## src/core/apb_bridge_pkg.sv

```systemverilog
// constants for the system-bus to peripheral-bus bridge
`default_nettype none
package apb_bridge_pkg;
   localparam int          PAGE_COUNT      = 32;
   localparam int          SYS_ADDR_W      = 15;
   localparam int          PAGE_ADDR_W     = 10;
   localparam logic [4:0]  REG_PAGE        = 5'h1f;
   localparam logic [9:0]  OFS_STATUS      = 10'h000;
   localparam logic [9:0]  OFS_TIMEOUT     = 10'h004;
   localparam logic [9:0]  OFS_BAD_CAPTURE = 10'h008;
   localparam logic [9:0]  OFS_TO_CAPTURE  = 10'h00c;
   localparam logic [9:0]  OFS_RESERVED_LO = 10'h010;
   localparam int          STATUS_ABORT    = 0;
   localparam int          STATUS_BAD      = 4;
   localparam int          STATUS_TIMEOUT  = 5;
   localparam int          TOCTL_ENABLE    = 8;
   localparam int          TOCTL_COUNT_MSB = 4;
   localparam int          CAP_ADDR_LSB    = 8;
   localparam int          CAP_ADDR_MSB    = 23;
   localparam int          CAP_DIR         = 7;
   localparam logic [31:0] RESET_STATUS    = 32'h0000_0000;
   localparam logic [31:0] RESET_TIMEOUT   = 32'h0000_0000;
   localparam logic [31:0] RESET_CAPTURE   = 32'h0000_0000;
   localparam logic [4:0]  COUNT_OFF       = 5'h00;
   typedef enum logic [1:0] {ST_IDLE, ST_SETUP, ST_ACCESS} bridge_state_t;
endpackage : apb_bridge_pkg
`default_nettype wire

```

## src/core/apb_bridge_error_monitor.sv

```systemverilog
// bridge from the system bus to the peripheral bus with error monitoring
`default_nettype none
module apb_bridge_error_monitor
   import apb_bridge_pkg::*;
(
   input  wire logic                  clk_sys,
   input  wire logic                  srst,
   input  wire logic                  sysReq,
   input  wire logic                  sysWrite,
   input  wire logic [SYS_ADDR_W-1:0] sysAddr,
   input  wire logic [31:0]           sysWdata,
   output logic                       sysReady,
   output logic                       sysDone,
   output logic                       sysAbort,
   output logic [31:0]                sysRdata,
   output logic [PAGE_COUNT-1:0]      PSEL,
   output logic                       PENABLE,
   output logic                       PWRITE,
   output logic [PAGE_ADDR_W-1:0]     PADDR,
   output logic [31:0]                PWDATA,
   input  wire logic [31:0]           PRDATA,
   input  wire logic                  PREADY
);
   bridge_state_t state;
   logic          timeoutFlag;
   logic          badAddressFlag;
   logic          abortFlag;
   logic          errorResponseEnable;
   logic [4:0]    waitLimitCount;
   logic [15:0]   badAddr;
   logic          badDir;
   logic [15:0]   toAddr;
   logic          toDir;
   logic [15:0]   curAddr;
   logic          take;
   logic          regHit;
   logic          badHit;
   logic          expired;
   logic          timeoutEvent;
   logic          abortEvent;
   logic          statusWrite;
   logic [31:0]   statusWord;
   logic [31:0]   regWord;

   function automatic logic [4:0] page_of(input logic [SYS_ADDR_W-1:0] a);
      page_of = a[SYS_ADDR_W-1:PAGE_ADDR_W];
   endfunction : page_of

   assign take     = sysReq && sysReady;
   assign sysReady = (state == ST_IDLE);
   assign regHit   = take && page_of(sysAddr) == REG_PAGE;
   // only the bridge page can be out of range
   assign badHit   = regHit && sysAddr[PAGE_ADDR_W-1:0] >= OFS_RESERVED_LO;
   assign timeoutEvent = (state == ST_ACCESS) && !PREADY && expired;
   // posted writes are already answered; only reads abort on time-out
   assign abortEvent   = errorResponseEnable && (badHit || (timeoutEvent && !PWRITE));
   assign statusWrite  = regHit && !badHit && sysWrite && sysAddr[PAGE_ADDR_W-1:0] == OFS_STATUS;

   apb_wait_timer u_timer (
      .clk_sys        (clk_sys),
      .srst           (srst),
      .start          (state == ST_SETUP),
      .run            (state == ST_ACCESS),
      .waitLimitCount (waitLimitCount),
      .expired        (expired)
   );

   // transfer sequencer
   always_ff @(posedge clk_sys) begin
      if (srst) begin
         state <= ST_IDLE;
      end else begin
         unique case (state)
            ST_IDLE: begin
               if (take && !regHit) begin
                  state <= ST_SETUP;
               end
            end
            ST_SETUP: begin
               state <= ST_ACCESS;
            end
            ST_ACCESS: begin
               if (PREADY || timeoutEvent) begin
                  state <= ST_IDLE;
               end
            end
         endcase
      end
   end

   // peripheral-side signals
   always_ff @(posedge clk_sys) begin
      if (srst) begin
         PSEL    <= '0;
         PENABLE <= 1'b0;
         PWRITE  <= 1'b0;
         PADDR   <= '0;
         PWDATA  <= 32'h0000_0000;
         curAddr <= 16'h0000;
      end else if (take && !regHit) begin
         PSEL    <= PAGE_COUNT'(1) << page_of(sysAddr);
         PWRITE  <= sysWrite;
         PADDR   <= {sysAddr[PAGE_ADDR_W-1:2], 2'b00};
         PWDATA  <= sysWdata;
         curAddr <= 16'(sysAddr);
      end else if (state == ST_SETUP) begin
         PENABLE <= 1'b1;
      end else if (state == ST_ACCESS && (PREADY || timeoutEvent)) begin
         PSEL    <= '0;
         PENABLE <= 1'b0;
      end
   end

   // answer to the system bus
   always_ff @(posedge clk_sys) begin
      if (srst) begin
         sysDone  <= 1'b0;
         sysAbort <= 1'b0;
         sysRdata <= 32'h0000_0000;
      end else begin
         sysDone  <= 1'b0;
         sysAbort <= 1'b0;
         if (regHit) begin
            sysDone  <= 1'b1;
            sysAbort <= abortEvent;
            sysRdata <= (sysWrite || badHit) ? 32'h0000_0000 : regWord;
         end else if (take && sysWrite) begin
            sysDone <= 1'b1;
         end else if (state == ST_ACCESS && !PWRITE && (PREADY || timeoutEvent)) begin
            sysDone  <= 1'b1;
            sysAbort <= abortEvent;
            sysRdata <= PREADY ? PRDATA : 32'h0000_0000;
         end
      end
   end

   // sticky flags, set wins over a clearing write
   always_ff @(posedge clk_sys) begin
      if (srst) begin
         timeoutFlag    <= RESET_STATUS[STATUS_TIMEOUT];
         badAddressFlag <= RESET_STATUS[STATUS_BAD];
         abortFlag      <= RESET_STATUS[STATUS_ABORT];
      end else begin
         timeoutFlag    <= timeoutEvent || (timeoutFlag && !(statusWrite && sysWdata[STATUS_TIMEOUT]));
         badAddressFlag <= badHit || (badAddressFlag && !(statusWrite && sysWdata[STATUS_BAD]));
         abortFlag      <= abortEvent || (abortFlag && !(statusWrite && sysWdata[STATUS_ABORT]));
      end
   end

   // time-out control, reserved bits kept at zero
   always_ff @(posedge clk_sys) begin
      if (srst) begin
         errorResponseEnable <= RESET_TIMEOUT[TOCTL_ENABLE];
         waitLimitCount      <= RESET_TIMEOUT[TOCTL_COUNT_MSB:0];
      end else if (regHit && !badHit && sysWrite && sysAddr[PAGE_ADDR_W-1:0] == OFS_TIMEOUT) begin
         errorResponseEnable <= sysWdata[TOCTL_ENABLE];
         waitLimitCount      <= sysWdata[TOCTL_COUNT_MSB:0];
      end
   end

   // first-error capture
   always_ff @(posedge clk_sys) begin
      if (srst) begin
         badAddr <= RESET_CAPTURE[CAP_ADDR_MSB:CAP_ADDR_LSB];
         badDir  <= RESET_CAPTURE[CAP_DIR];
         toAddr  <= RESET_CAPTURE[CAP_ADDR_MSB:CAP_ADDR_LSB];
         toDir   <= RESET_CAPTURE[CAP_DIR];
      end else begin
         if (badHit && !badAddressFlag) begin
            badAddr <= 16'(sysAddr);
            badDir  <= sysWrite;
         end
         if (timeoutEvent && !timeoutFlag) begin
            toAddr <= curAddr;
            toDir  <= PWRITE;
         end
      end
   end

   always_comb begin
      statusWord                 = 32'h0000_0000;
      statusWord[STATUS_TIMEOUT] = timeoutFlag;
      statusWord[STATUS_BAD]     = badAddressFlag;
      statusWord[STATUS_ABORT]   = abortFlag;
      unique case (sysAddr[PAGE_ADDR_W-1:0])
         OFS_STATUS:      regWord = statusWord;
         OFS_TIMEOUT:     regWord = {23'h0, errorResponseEnable, 3'h0, waitLimitCount};
         OFS_BAD_CAPTURE: regWord = {8'h00, badAddr, badDir, 7'h00};
         OFS_TO_CAPTURE:  regWord = {8'h00, toAddr, toDir, 7'h00};
         default:         regWord = 32'h0000_0000;
      endcase
   end

   // checks
   AST_ONE_PAGE: assert property (@(posedge clk_sys) disable iff (srst)
      $onehot0(PSEL) && !PSEL[REG_PAGE]) else $error("bad peripheral select");
   AST_ALIGNED: assert property (@(posedge clk_sys) disable iff (srst)
      PENABLE |-> PADDR[1:0] == 2'b00) else $error("unaligned peripheral address");
   AST_REG_ANSWER: assert property (@(posedge clk_sys) disable iff (srst)
      regHit && !badHit && !sysWrite && sysAddr[PAGE_ADDR_W-1:0] == OFS_TIMEOUT
      |=> sysDone && sysRdata == {23'h0, errorResponseEnable, 3'h0, waitLimitCount})
      else $error("register read wrong");
   AST_W1C: assert property (@(posedge clk_sys) disable iff (srst)
      statusWrite && sysWdata[STATUS_BAD] && !badHit |=> !badAddressFlag) else $error("flag not cleared");
   AST_TO_FLAG: assert property (@(posedge clk_sys) disable iff (srst)
      timeoutEvent |=> timeoutFlag && state == ST_IDLE && PSEL == '0) else $error("time-out not handled");
   AST_BAD_FLAG: assert property (@(posedge clk_sys) disable iff (srst)
      badHit |=> badAddressFlag && sysDone) else $error("bad address not flagged");
   AST_NO_PERIPH_ERR: assert property (@(posedge clk_sys) disable iff (srst)
      take && !regHit && !badAddressFlag |=> !badAddressFlag) else $error("peripheral page flagged");
   AST_ABORT_FLAG: assert property (@(posedge clk_sys) disable iff (srst)
      sysAbort |-> abortFlag && (timeoutFlag || badAddressFlag)) else $error("abort without flag");
   AST_WRITE_NO_ABORT: assert property (@(posedge clk_sys) disable iff (srst)
      timeoutEvent && PWRITE |=> !sysDone && !sysAbort) else $error("posted write aborted");
   AST_ABORT_EN: assert property (@(posedge clk_sys) disable iff (srst)
      badHit && errorResponseEnable |=> sysAbort) else $error("abort missing");
   AST_NORMAL_END: assert property (@(posedge clk_sys) disable iff (srst)
      timeoutEvent && !PWRITE && !errorResponseEnable |=> sysDone && !sysAbort) else $error("abort while off");
   AST_COUNT_OFF: assert property (@(posedge clk_sys) disable iff (srst)
      waitLimitCount == COUNT_OFF |-> !timeoutEvent) else $error("time-out while disabled");
   AST_RESET_ZERO: assert property (@(posedge clk_sys)
      $past(srst) |-> statusWord == 32'h0 && !errorResponseEnable && waitLimitCount == 5'h0)
      else $error("reset value wrong");
   AST_BAD_HOLD: assert property (@(posedge clk_sys) disable iff (srst)
      $past(badAddressFlag) && !$past(srst) |-> $stable(badAddr) && $stable(badDir)) else $error("capture overwritten");
   AST_TO_HOLD: assert property (@(posedge clk_sys) disable iff (srst)
      $past(timeoutFlag) && !$past(srst) |-> $stable(toAddr) && $stable(toDir)) else $error("capture overwritten");
   AST_TO_BOUND: assert property (@(posedge clk_sys) disable iff (srst)
      state == ST_ACCESS && PREADY |-> !timeoutEvent ##1 state == ST_IDLE) else $error("completion missed");
   COV_READ_OK: cover property (@(posedge clk_sys) disable iff (srst) sysDone && !sysAbort && !PWRITE);
   COV_TIMEOUT_READ: cover property (@(posedge clk_sys) disable iff (srst) timeoutEvent && !PWRITE);
   COV_BAD_ABORT: cover property (@(posedge clk_sys) disable iff (srst) badHit && errorResponseEnable);
   COV_TO_CLEAR: cover property (@(posedge clk_sys) disable iff (srst)
      statusWrite && sysWdata[STATUS_TIMEOUT] && timeoutFlag);
endmodule : apb_bridge_error_monitor
`default_nettype wire

```

## src/core/apb_wait_timer.sv

```systemverilog
// counts peripheral wait cycles against the programmed limit
`default_nettype none
module apb_wait_timer
   import apb_bridge_pkg::*;
(
   input  wire logic       clk_sys,
   input  wire logic       srst,
   input  wire logic       start,
   input  wire logic       run,
   input  wire logic [4:0] waitLimitCount,
   output logic            expired
);
   logic [4:0] count;

   // restarts with each transfer, advances during the access phase
   always_ff @(posedge clk_sys) begin
      if (srst || start) begin
         count <= 5'h00;
      end else if (run && count != 5'h1f) begin
         count <= count + 5'h01;
      end
   end

   // limit access cycles elapsed; zero limit never expires
   assign expired = run && (waitLimitCount != COUNT_OFF) && (count == waitLimitCount - 5'h01);
endmodule : apb_wait_timer
`default_nettype wire

```

## config.mk

```make
export PLATFORM = sky130hd
export DESIGN_NAME = apb_bridge_error_monitor
export DESIGN_NICKNAME = d
export VERILOG_FILES = /design/src/core/apb_bridge_pkg.sv /design/src/core/apb_bridge_error_monitor.sv /design/src/core/apb_wait_timer.sv
export SDC_FILE = /design/constraint.sdc
export NUM_CORES = 1
export LEC_CHECK = 0
export BUFFER_PORTS_ARGS = -buffer_cell sky130_fd_sc_hd__buf_2
export CORE_ASPECT_RATIO = 1.25
export CORE_MARGIN = 2
export CORE_UTILIZATION = 45
export CTS_CLUSTER_SIZE = 20
export DETAILED_ROUTE_END_ITERATION = 10
export GPL_ROUTABILITY_DRIVEN = 0
export PLACE_DENSITY = 0.77
export SLEW_MARGIN = 20
export SYNTH_ARGS = -nofsm -noshare
export SYNTH_HDL_FRONTEND = slang
export SYNTH_SLANG_ARGS = --single-unit
```

## constraint.sdc

```tcl
create_clock -name clk_sys -period 2.3 [get_ports clk_sys]
set_input_delay 0.345 -clock clk_sys [delete_from_list [all_inputs] [get_ports clk_sys]]
set_output_delay 0.345 -clock clk_sys [all_outputs]
set_load 0.05 [all_outputs]
```

Word-level counts from Yosys, hierarchy flattened. Cells that the tools add are included.

Muxes and demuxes: 20. Bitwise gates (word level): 1. Reductions and logical operators: 53. Multiply operators: 0. Shift operators: 1. Div/mod/pow operators: 0. Equal/unequal tests: 12. Order comparisons: 1. Add/subtract/negate cells: 2.

Operator list (number): $mux W32 (8); $pmux W23 S4 (1); $shl A1 B5 Y32 const A (1); $logic_and A1 B1 Y1 (27); $eq A10 B4 Y1 const B (2); $eq A10 B3 Y1 const B (1); $ge A10 B5 Y1 const B (1); $logic_not A10 Y1 (1); $logic_not A1 Y1 (9); $mux W1 (8); $reduce_and A2 Y1 (4); $logic_or A1 B1 Y1 (7); $ne A2 B2 Y1 const B (3); $pmux W2 S3 (1); $reduce_bool A2 Y1 (3); $add A5 B1 Y5 const B (1); $eq A5 B5 Y1 (1); $eq A5 B5 Y1 const B (1); $ne A5 B5 Y1 const B (1); $reduce_bool A5 Y1 (1); $sub A5 B1 Y5 const B (1); $mux W2 (2); $eq A2 B1 Y1 const B (1); $eq A2 B2 Y1 const B (1); 3 further kinds (3).

Memories: 0. Flip-flop bits (word level): 171. Memory bits (writable): 0. Bits in latches: 0. Memory bits (read-only): 0. Word-level logic and storage cells: 110.

Depth between registers and ports, before layout. Gate-level depths: netlist (run 1).

Depth in word-level cells: 12. Depth in mapped cells: 10. Mapped depth without buffers: 8.

Hierarchy. Synthesis (run 1) repeated with hierarchy kept, for this count alone.

Cell total of the unflattened synthesis: 790. Area total of the unflattened synthesis: 7021.7 um^2.

By module, submodules not included: apb_bridge_error_monitor (cells each 750, seq. area each 3163.0 um^2, area an instance 6646.4 um^2, instances 1); apb_wait_timer (cells each 40, seq. area each 100.1 um^2, area an instance 375.4 um^2, instances 1).

Worst setup path after synthesis (run 1). Ideal clock, no wire load.

Path kind: register to register. Start: reg state[1]. End: reg badAddr[6]. Clock period less this slack: 2479 ps. Arrival: 2352 ps. Required time: 2172 ps. Buffers on the path: 1. Slack: -179 ps. Stages on the path, launching flop included: 10. Setup time: 128 ps. Cells stage by stage: dfxtp_1 > inv_1 > ha_1 > nand2_1 > nor3_2 > o31ai_1 > nor2_2 > buf_4 > mux2i_1 > nor2_1.

Longest elaborated chain between the ends: 5.

RTL lines: start: declaration (RTL line apb_bridge_error_monitor.sv:24) `bridge_state_t state;`; start signal: assignment (RTL line apb_bridge_error_monitor.sv:71) `state <= ST_IDLE;`; start signal: assignment (RTL line apb_bridge_error_monitor.sv:76) `state <= ST_SETUP;`; start signal: assignment (RTL line apb_bridge_error_monitor.sv:80) `state <= ST_ACCESS;`; $logic_not A2 Y1 (RTL line apb_bridge_error_monitor.sv:50) `assign sysReady = (state == ST_IDLE);`; named net sysReady (RTL line apb_bridge_error_monitor.sv:12) `output logic sysReady,`; $logic_and A1 B1 Y1 (RTL line apb_bridge_error_monitor.sv:49) `assign take = sysReq && sysReady;`; $logic_and A1 B1 Y1 (RTL line apb_bridge_error_monitor.sv:51) `assign regHit = take && page_of(sysAddr) == REG_PAGE;`; $logic_and A1 B1 Y1 (RTL line apb_bridge_error_monitor.sv:53) `assign badHit = regHit && sysAddr[PAGE_ADDR_W-1:0] >= OFS_RESERVED_LO;`; $logic_and A1 B1 Y1 (RTL line apb_bridge_error_monitor.sv:169) `if (badHit && !badAddressFlag) begin`; end signal: assignment (RTL line apb_bridge_error_monitor.sv:164) `badAddr <= RESET_CAPTURE[CAP_ADDR_MSB:CAP_ADDR_LSB];`; end signal: assignment (RTL line apb_bridge_error_monitor.sv:170) `badAddr <= 16'(sysAddr);`; end: declaration (RTL line apb_bridge_error_monitor.sv:30) `logic [15:0] badAddr;`.

The timed path passes the listed nets, and every way through them passes these cells. A chain may end at the register's enable or synchronous reset.

Worst setup path in the final report (run 1).
Start: reg waitLimitCount[1]. End: reg PSEL[0].

Longest elaborated chain between the ends: 8.

RTL lines: start: declaration (RTL line apb_bridge_error_monitor.sv:29) `logic [4:0] waitLimitCount;`; start signal: assignment (RTL line apb_bridge_error_monitor.sv:154) `waitLimitCount <= RESET_TIMEOUT[TOCTL_COUNT_MSB:0];`; start signal: assignment (RTL line apb_bridge_error_monitor.sv:157) `waitLimitCount <= sysWdata[TOCTL_COUNT_MSB:0];`; $sub A5 B1 Y5 or $reduce_bool A5 Y1 (tied branches) (RTL line apb_wait_timer.sv:25) `assign expired = run && (waitLimitCount != COUNT_OFF) && (count == waitLimitCount - 5'h01);`; $eq A5 B5 Y1 or $logic_and A1 B1 Y1 (tied branches) (RTL line apb_wait_timer.sv:25); $logic_and A1 B1 Y1 * (RTL line apb_wait_timer.sv:25); $logic_and A1 B1 Y1 * (RTL line apb_bridge_error_monitor.sv:54) `assign timeoutEvent = (state == ST_ACCESS) && !PREADY && expired;`; $logic_or A1 B1 Y1 * (RTL line apb_bridge_error_monitor.sv:108) `end else if (state == ST_ACCESS && (PREADY || timeoutEvent)) begin`; $logic_and A1 B1 Y1 * (RTL line apb_bridge_error_monitor.sv:108); $reduce_bool A2 Y1 (no source line) *; $reduce_and A2 Y1 (no source line) *; end signal: assignment (RTL line apb_bridge_error_monitor.sv:101) `PSEL <= PAGE_COUNT'(1) << page_of(sysAddr);`; end: declaration (RTL line apb_bridge_error_monitor.sv:16) `output logic [PAGE_COUNT-1:0] PSEL,`.

Mark *: on every way between the ends. The rest lies on a longest branch, timed or not.

==> summary.txt, run 1 <==
Clock tree
  • Root buf cell: clkbuf_16
  • Reg clk slew, reported paths: 70 ps
  • CTS buffer count: 17
  • CTS Buffer Depth: 2
  • Clock sink total: 163
  • Clk_lat worst skew: 430 ps
  • CTS tree: built
  • H-tree depth: 4
  • Hold buffers post-CTS: 0

Setup path
  • Worst Path Max Fanout: 8
  • Kind of critical path: reg2reg
  • Worst EP arrival: 2550 ps
  • Crit-path max cell delay: 510 ps
  • CP max-delay cell: or4b_4
  • Worst reg-to-reg setup slack: 100 ps
  • Worst path most repeated cell: nand3_1
  • CP delay by family, top: simple AND/OR/NAND/NOR gates
  • CP endpoint kind: flop
  • Worst path bufs/invs: 3
  • Worst reg-to-reg path cell count: 10
  • Required @ worst endpoint: 2640 ps
  • Reg2reg end: PSEL[0]$_SDFFE_PP0P_
  • Worst R2R Start: waitLimitCount[1]$_SDFFE_PP0P_
  • CP Cell Sequence: inv_2, ha_4, xor2_1, nand3_1, or4b_4, o221ai_4, buf_6, clkbuf_16, nand3_1, o21ai_0
  • Crit path launch type: flop

Drt
  • Drt total wl: 18.8 mm
  • Avg Vias per Cell: 5.30
  • Antenna-violating nets left: 0
  • DR pass1 iterations: 5
  • Post-route DRC: 0
  • Routed len/inst: 16.1 um
  • 1st-iter DRT viols: 321
  • Vias: 6185

Power
  • Leakage: 3.61 nW
  • Worst VDD drop: 0.000562 V
  • PwrDens: 947 mW/mm2

Hold path
  • Hold Crit Depth: 3
  • Hold EP: PWDATA[27]$_SDFFE_PP0P_
  • Min-Delay Startpoint: sysWdata[27]
  • Hold Crit Class: in2reg

Run
  • Maxcap violations: 0

Yosys
  • Dominant cell type by area after synthesis: dfxtp_1
  • Post-synth EDFFs: 0
  • Syn Area/Cell: 8.74 um2
  • Yosys warnings: 0
  • Synth Instances: 791
  • Ranking of synthesized cells by area: dfxtp_1, nand2_1, mux2i_1
  • Synth async-reset ratio: 0%
  • Register area share after synthesis: 47.2%
  • Synth top area share: 47.2%
  • Primary FF master, synth: dfxtp_1
  • Mapped Area: 0.00691 mm2
  • Most numerous cell in the Yosys netlist: dfxtp_1
  • Synth Register Bits: 163
  • Synth cell count leaders: dfxtp_1, nand2_1, a21oi_1
  • Netlist cell types: 54

GRT
  • Largest net degree at the start of global routing: 67
  • Total track usage: 22.0%
  • Remaining Overflow, GRT: 0
  • Vias in the first global route: 5633
  • First-pass GRT wire length: 28.7 mm
  • Initial antenna violation count: 0

STA
  • Final worst slack: 95.6 ps
  • Setup TNS: 0 ps
  • Worst slew margin: 51.0%
  • Worst-Margin Slew: 735 ps
  • Final number of hold-violating endpoints: 0
  • Final Setup Violations: 0
  • RSZ-0062 raised after global routing: true
  • FMAX: 454 MHz
  • Final hold slack: 149 ps
  • Final Critical Period: 2200 ps
  • Count of final max-slew check failures: 0
  • Final period util: 95.8%
  • Worst Skew: 9.12 ps

Die
  • Die Y: 143 um
  • I/O Pins: 195
  • Core Footprint: 0.0150 mm2
  • Die area: 0.0164 mm2
  • Chip width: 115 um
  • Initial core utilization: 46.0%
  • Cell Rows: 50

Final layout
  • Cell Count, Final, Fillers Out: 1168
  • Post-layout util: 59.1%
  • Antenna diode count: 0
  • Fraction of layout cells with a size suffix above 1: 31.7%
  • Area growth from synthesis to layout: 28.4%
  • Final nets: 1065

Placed design
  • Placed insts: 1127
  • Pre-CTS setup slack: -14.9 ps
  • Post-DP HPWL: 12.7 mm
  • PortBufs: 192

Status
  • Status: completed
stage by stage:
| step | power, mW | cell area, um2 |
|---|---|---|
| after floorplan | 4.91 | 6920 |
| after global placement | 5.45 | 8080 |
| after detailed placement | 5.47 | 8080 |
| after CTS | 8.20 | 8650 |
| after global routing | 8.77 | 8880 |
| final | 8.41 | 8880 |
worst register-to-register path: stages, from the launching register on:
cell and delay, ps:
dfxtp_2 330, inv_2 50, ha_4 250, xor2_1 150
nand3_1 100, or4b_4 510, o221ai_4 260, buf_6 170
clkbuf_16 150, nand3_1 60, o21ai_0 110
state kept, by name, indices dropped and copies added, names as in the netlist, 2 cells and up:
name,flops
state,2
waitLimitCount,5
sysRdata,32
PSEL,32
badAddr,15
curAddr,15
toAddr,15
PWDATA,32
u_timer.count,5
placed cells by master, fill, tap and decap left out, types with 26 or more instances in the layout:
master    instances
a21oi_1          68
nand2_1         113
mux2i_1          36
buf_4            26
buf_2           191
dfxtp_1         161
nand2b_1         36
nand3_1          29
nor2_1           56
o21ai_0          29
nor3_1           35
routing by layer:
metal | routed length, um | up-vias | share of wire, % | track usage, %
met5 | 0 | - | 0 | 0
met4 | 529 | 0 | 2.8 | 9.26
met3 | 1100 | 34 | 5.8 | 5.54
met2 | 9090 | 199 | 48 | 35.1
met1 | 8080 | 2859 | 43 | 28.1
li1 | - | 3093 | - | -
cells by family (layout without fill, tap and decap cells):
family          after synthesis  count (layout)  synth area share (%)
buf+inv                      76             270                  5.43
simple gates                317             317                  22.2
xor+xnor                      8               8                  1.01
mux                          40              40                  5.81
fa+ha+maj                     7               7                  1.27
other cells                   1               2                0.0542
compound gates              179             179                  17.1
flops                       163             163                  47.2
repair_timing:
item                       4_1_cts  5_1_grt
resized for setup                1       37
setup endpoints to repair        3       74
pin swaps                        0        4
setup buffers                    0        4
gates cloned                     0        6
report_power, final:
group	switching, mW	leakage [nW]	internal [mW]	total (mW)
registers	0.130	1.32	3.06	3.19
logic	1.70	2.02	0.784	2.49
clock network	1.20	0.274	1.53	2.73
total	3.04	3.61	5.37	8.41
worst max path at each step:
| stage | start | end | slack (ps) | cells after the start |
|---|---|---|---|---|
| finish | waitLimitCount[1]$_SDFFE_PP0P_ | PSEL[0]$_SDFFE_PP0P_ | 100 | 10 |
| global route | waitLimitCount[1]$_SDFFE_PP0P_ | PSEL[19]$_SDFFE_PP0P_ | -60 | 9 |
| CTS | waitLimitCount[0]$_SDFFE_PP0P_ | toAddr[2]$_SDFFE_PP0P_ | 20 | 10 |
| detailed placement | state[1]$_SDFFE_PP0P_ | badAddr[2]$_SDFFE_PP0P_ | -10 | 8 |
| global placement | waitLimitCount[1]$_SDFFE_PP0P_ | PSEL[19]$_SDFFE_PP0P_ | 90 | 9 |
| floorplan | state[1]$_SDFFE_PP0P_ | badAddr[6]$_SDFFE_PP0P_ | 20 | 9 |
final cells by class:
class	instances	area (um2)
fill	1338	6140
clock inverter	13	125
timing repair buffer	232	1420
multi-input combinational	553	3370
tap	182	228
inverter	7	26.3
sequential	163	3270
clock buffer	18	439
No activity file was read; power rests on OpenSTA's default activity.
==> inputs of run 2 (changes only) <==
--- a/config.mk
+++ b/config.mk
@@ -5,6 +5,7 @@
 export SDC_FILE = /design/constraint.sdc
 export NUM_CORES = 1
 export LEC_CHECK = 0
+export ABC_AREA = 1
 export BUFFER_PORTS_ARGS = -buffer_cell sky130_fd_sc_hd__buf_2
 export CORE_ASPECT_RATIO = 1.25
 export CORE_MARGIN = 2
==> run 2 against run 1 <==
Via count is 17% higher. Final cell count is 25% higher. Clock skew is 0.92 ps higher. First-iteration DRC count is 46% higher. Critical path depth is 5 higher. Routed wire length is 3.0% higher. Flip-flop and latch count stayed put. Critical endpoint is now PSEL[18]$_SDFFE_PP0P_.
==> summary.txt, run 2 <==
Setup path
  • Required @ worst endpoint: 2620 ps
  • Crit path launch type: flop
  • Worst Path Max Fanout: 18
  • Worst EP arrival: 2460 ps
  • Kind of critical path: reg2reg
  • CP endpoint kind: flop

Die
  • Initial core utilization: 45.5%
  • Die area: 0.0172 mm2
  • Chip width: 118 um
  • Cell Rows: 52
  • Core Footprint: 0.0160 mm2
  • I/O Pins: 195
  • Die Y: 146 um

GRT
  • Remaining Overflow, GRT: 0
  • Total track usage: 22.0%
  • First-pass GRT wire length: 31.1 mm
  • Initial antenna violation count: 1
  • Largest net degree at the start of global routing: 113
  • Vias in the first global route: 6540

Placed design
  • Post-DP HPWL: 13.6 mm
  • PortBufs: 192
  • Pre-CTS setup slack: 129 ps

Power
  • Worst VDD drop: 0.000699 V
  • Leakage: 4.33 nW
  • PwrDens: 1220 mW/mm2

Clock tree
  • Hold buffers post-CTS: 0
  • CTS buffer count: 17
  • Postcts setup bufs: 0
  • Clock sink total: 163
  • Resize count post-CTS: 0
  • Clk_lat worst skew: 430 ps
  • CTS Buffer Depth: 2
  • Reg clk slew, reported paths: 60 ps
  • CTS tree: built
  • H-tree depth: 4
  • Root buf cell: clkbuf_16

STA
  • Final number of hold-violating endpoints: 0
  • Final Critical Period: 2140 ps
  • Worst-Margin Slew: 583 ps
  • Final Setup Violations: 0
  • Worst Skew: 10.0 ps
  • FMAX: 467 MHz
  • Final worst slack: 161 ps
  • Final hold slack: 170 ps
  • RSZ-0062 raised after global routing: true
  • Final period util: 93.0%
  • Setup TNS: 0 ps
  • Count of final max-slew check failures: 0
  • Worst slew margin: 61.1%

Yosys
  • Register area share after synthesis: 44.8%
  • Ranking of synthesized cells by area: dfxtp_1, nand2_1, nor2_1
  • Yosys warnings: 0
  • Synth Register Bits: 163
  • Primary FF master, synth: dfxtp_1
  • Syn Area/Cell: 6.84 um2
  • Netlist cell types: 31
  • Mapped Area: 0.00728 mm2
  • Dominant cell type by area after synthesis: dfxtp_1
  • Synth Instances: 1064
  • Synth cell count leaders: nand2_1, nor2_1, dfxtp_1
  • Synth async-reset ratio: 0%
  • Post-synth EDFFs: 0
  • Synth top area share: 44.8%
  • Most numerous cell in the Yosys netlist: nand2_1

Final layout
  • Final nets: 1319
  • Number of fill cells in the layout: 1599
  • Fraction of layout cells with a size suffix above 1: 21.5%
  • Area growth from synthesis to layout: 25.2%
  • Commonest non-fill, non-tap cell in the layout: nand2_1
  • Most frequent cells in the layout: nand2_1, nor2_1, buf_2
  • Largest regs: PSEL x32, PWDATA x32, sysRdata x32
  • Post-layout util: 56.9%

Run
  • Maxcap violations: 0

Status
  • Status: completed

Drt
  • Post-route DRC: 0
  • Drt total wl: 19.4 mm
  • Routed len/inst: 13.3 um
  • DR pass1 iterations: 5
  • Vias: 7260
  • 1st-iter DRT viols: 469
  • Antenna-violating nets left: 0
  • Avg Vias per Cell: 4.98

Hold path
  • Hold Crit Class: in2reg
==> run 2: cell count changes after synthesis, moves of 32 or more <==
cell | before | now
o21ai_0 | 42 | 100
nand2b_1 | 36 | 0
nand2_1 | 113 | 217
mux2i_1 | 39 | 0
inv_1 | 7 | 88
nand3_1 | 32 | 64
a21oi_1 | 68 | 105
nor2_1 | 58 | 192
==> run 2: path summary, 6_finish.rpt <==
check                                       from  cells past startpoint  slack (ps)                       to
hold reg to reg            PSEL[31]$_SDFFE_PP0P_                      2         450    PSEL[31]$_SDFFE_PP0P_
hold / removal                      sysWdata[22]                      3         170  PWDATA[22]$_SDFFE_PP0P_
setup / recovery  waitLimitCount[0]$_SDFFE_PP0P_                     15         160    PSEL[18]$_SDFFE_PP0P_
setup reg to reg  waitLimitCount[0]$_SDFFE_PP0P_                     15         160    PSEL[18]$_SDFFE_PP0P_
==> run 2: power breakdown <==
| group | leakage [nW] | total, mW | switching [mW] | internal (mW) |
|---|---|---|---|---|
| Clock | 0.313 | 3.19 | 1.16 | 2.03 |
| Combinational | 2.69 | 4.28 | 3.17 | 1.11 |
| Sequential | 1.33 | 3.62 | 0.273 | 3.34 |
==> run 2: critical path, stage by stage (launching register included) <==
cell	delay, ps
dfxtp_2	350
inv_1	80
ha_1	320
nand2_1	70
nand2_1	50
nor2_1	80
nand2_1	50
a21oi_1	110
nand3_1	120
nand2_2	130
nand2_1	120
nand2_4	140
buf_12	160
nand3_1	110
nand2_1	110
nor2_1	40
==> run 2: layer usage <==
metal	track usage (%)	vias up	routed length (um)
li1	-	3713	-
met4	7.59	0	367
met1	27.1	3319	8350
met5	0	-	0
met3	6.60	26	1220
met2	36.6	202	9410
==> run 2: stage by stage <==
stage	instance area [um2]	total power [mW]	instances
after floorplan	7280	6.95	1065
after global placement	8390	7.83	1424
after detailed placement	8390	7.89	1424
after CTS	9050	11.1	1455
after global routing	9110	11.7	1457
final	9110	11.1	1457
==> run 2: layout make-up <==
cell class,count,area [um2],area share (%)
timing repair buffer,218,1230,13.5
clock inverter,13,230,2.53
sequential,163,3260,35.8
inverter,96,365,4.01
antenna,1,2.50,0.0275
multi-input combinational,732,3320,36.4
clock buffer,18,429,4.71
tap,216,270,2.97
==> run 2: cells by family after synthesis <==
logic type	synth area share, %
flip-flops	44.8
buffers and inverters	9.85
AO/OA/AOI/OAI	15.1
AND/OR/NAND/NOR	28.9
other	0.0515
adder cells (fa/ha/maj)	1.20
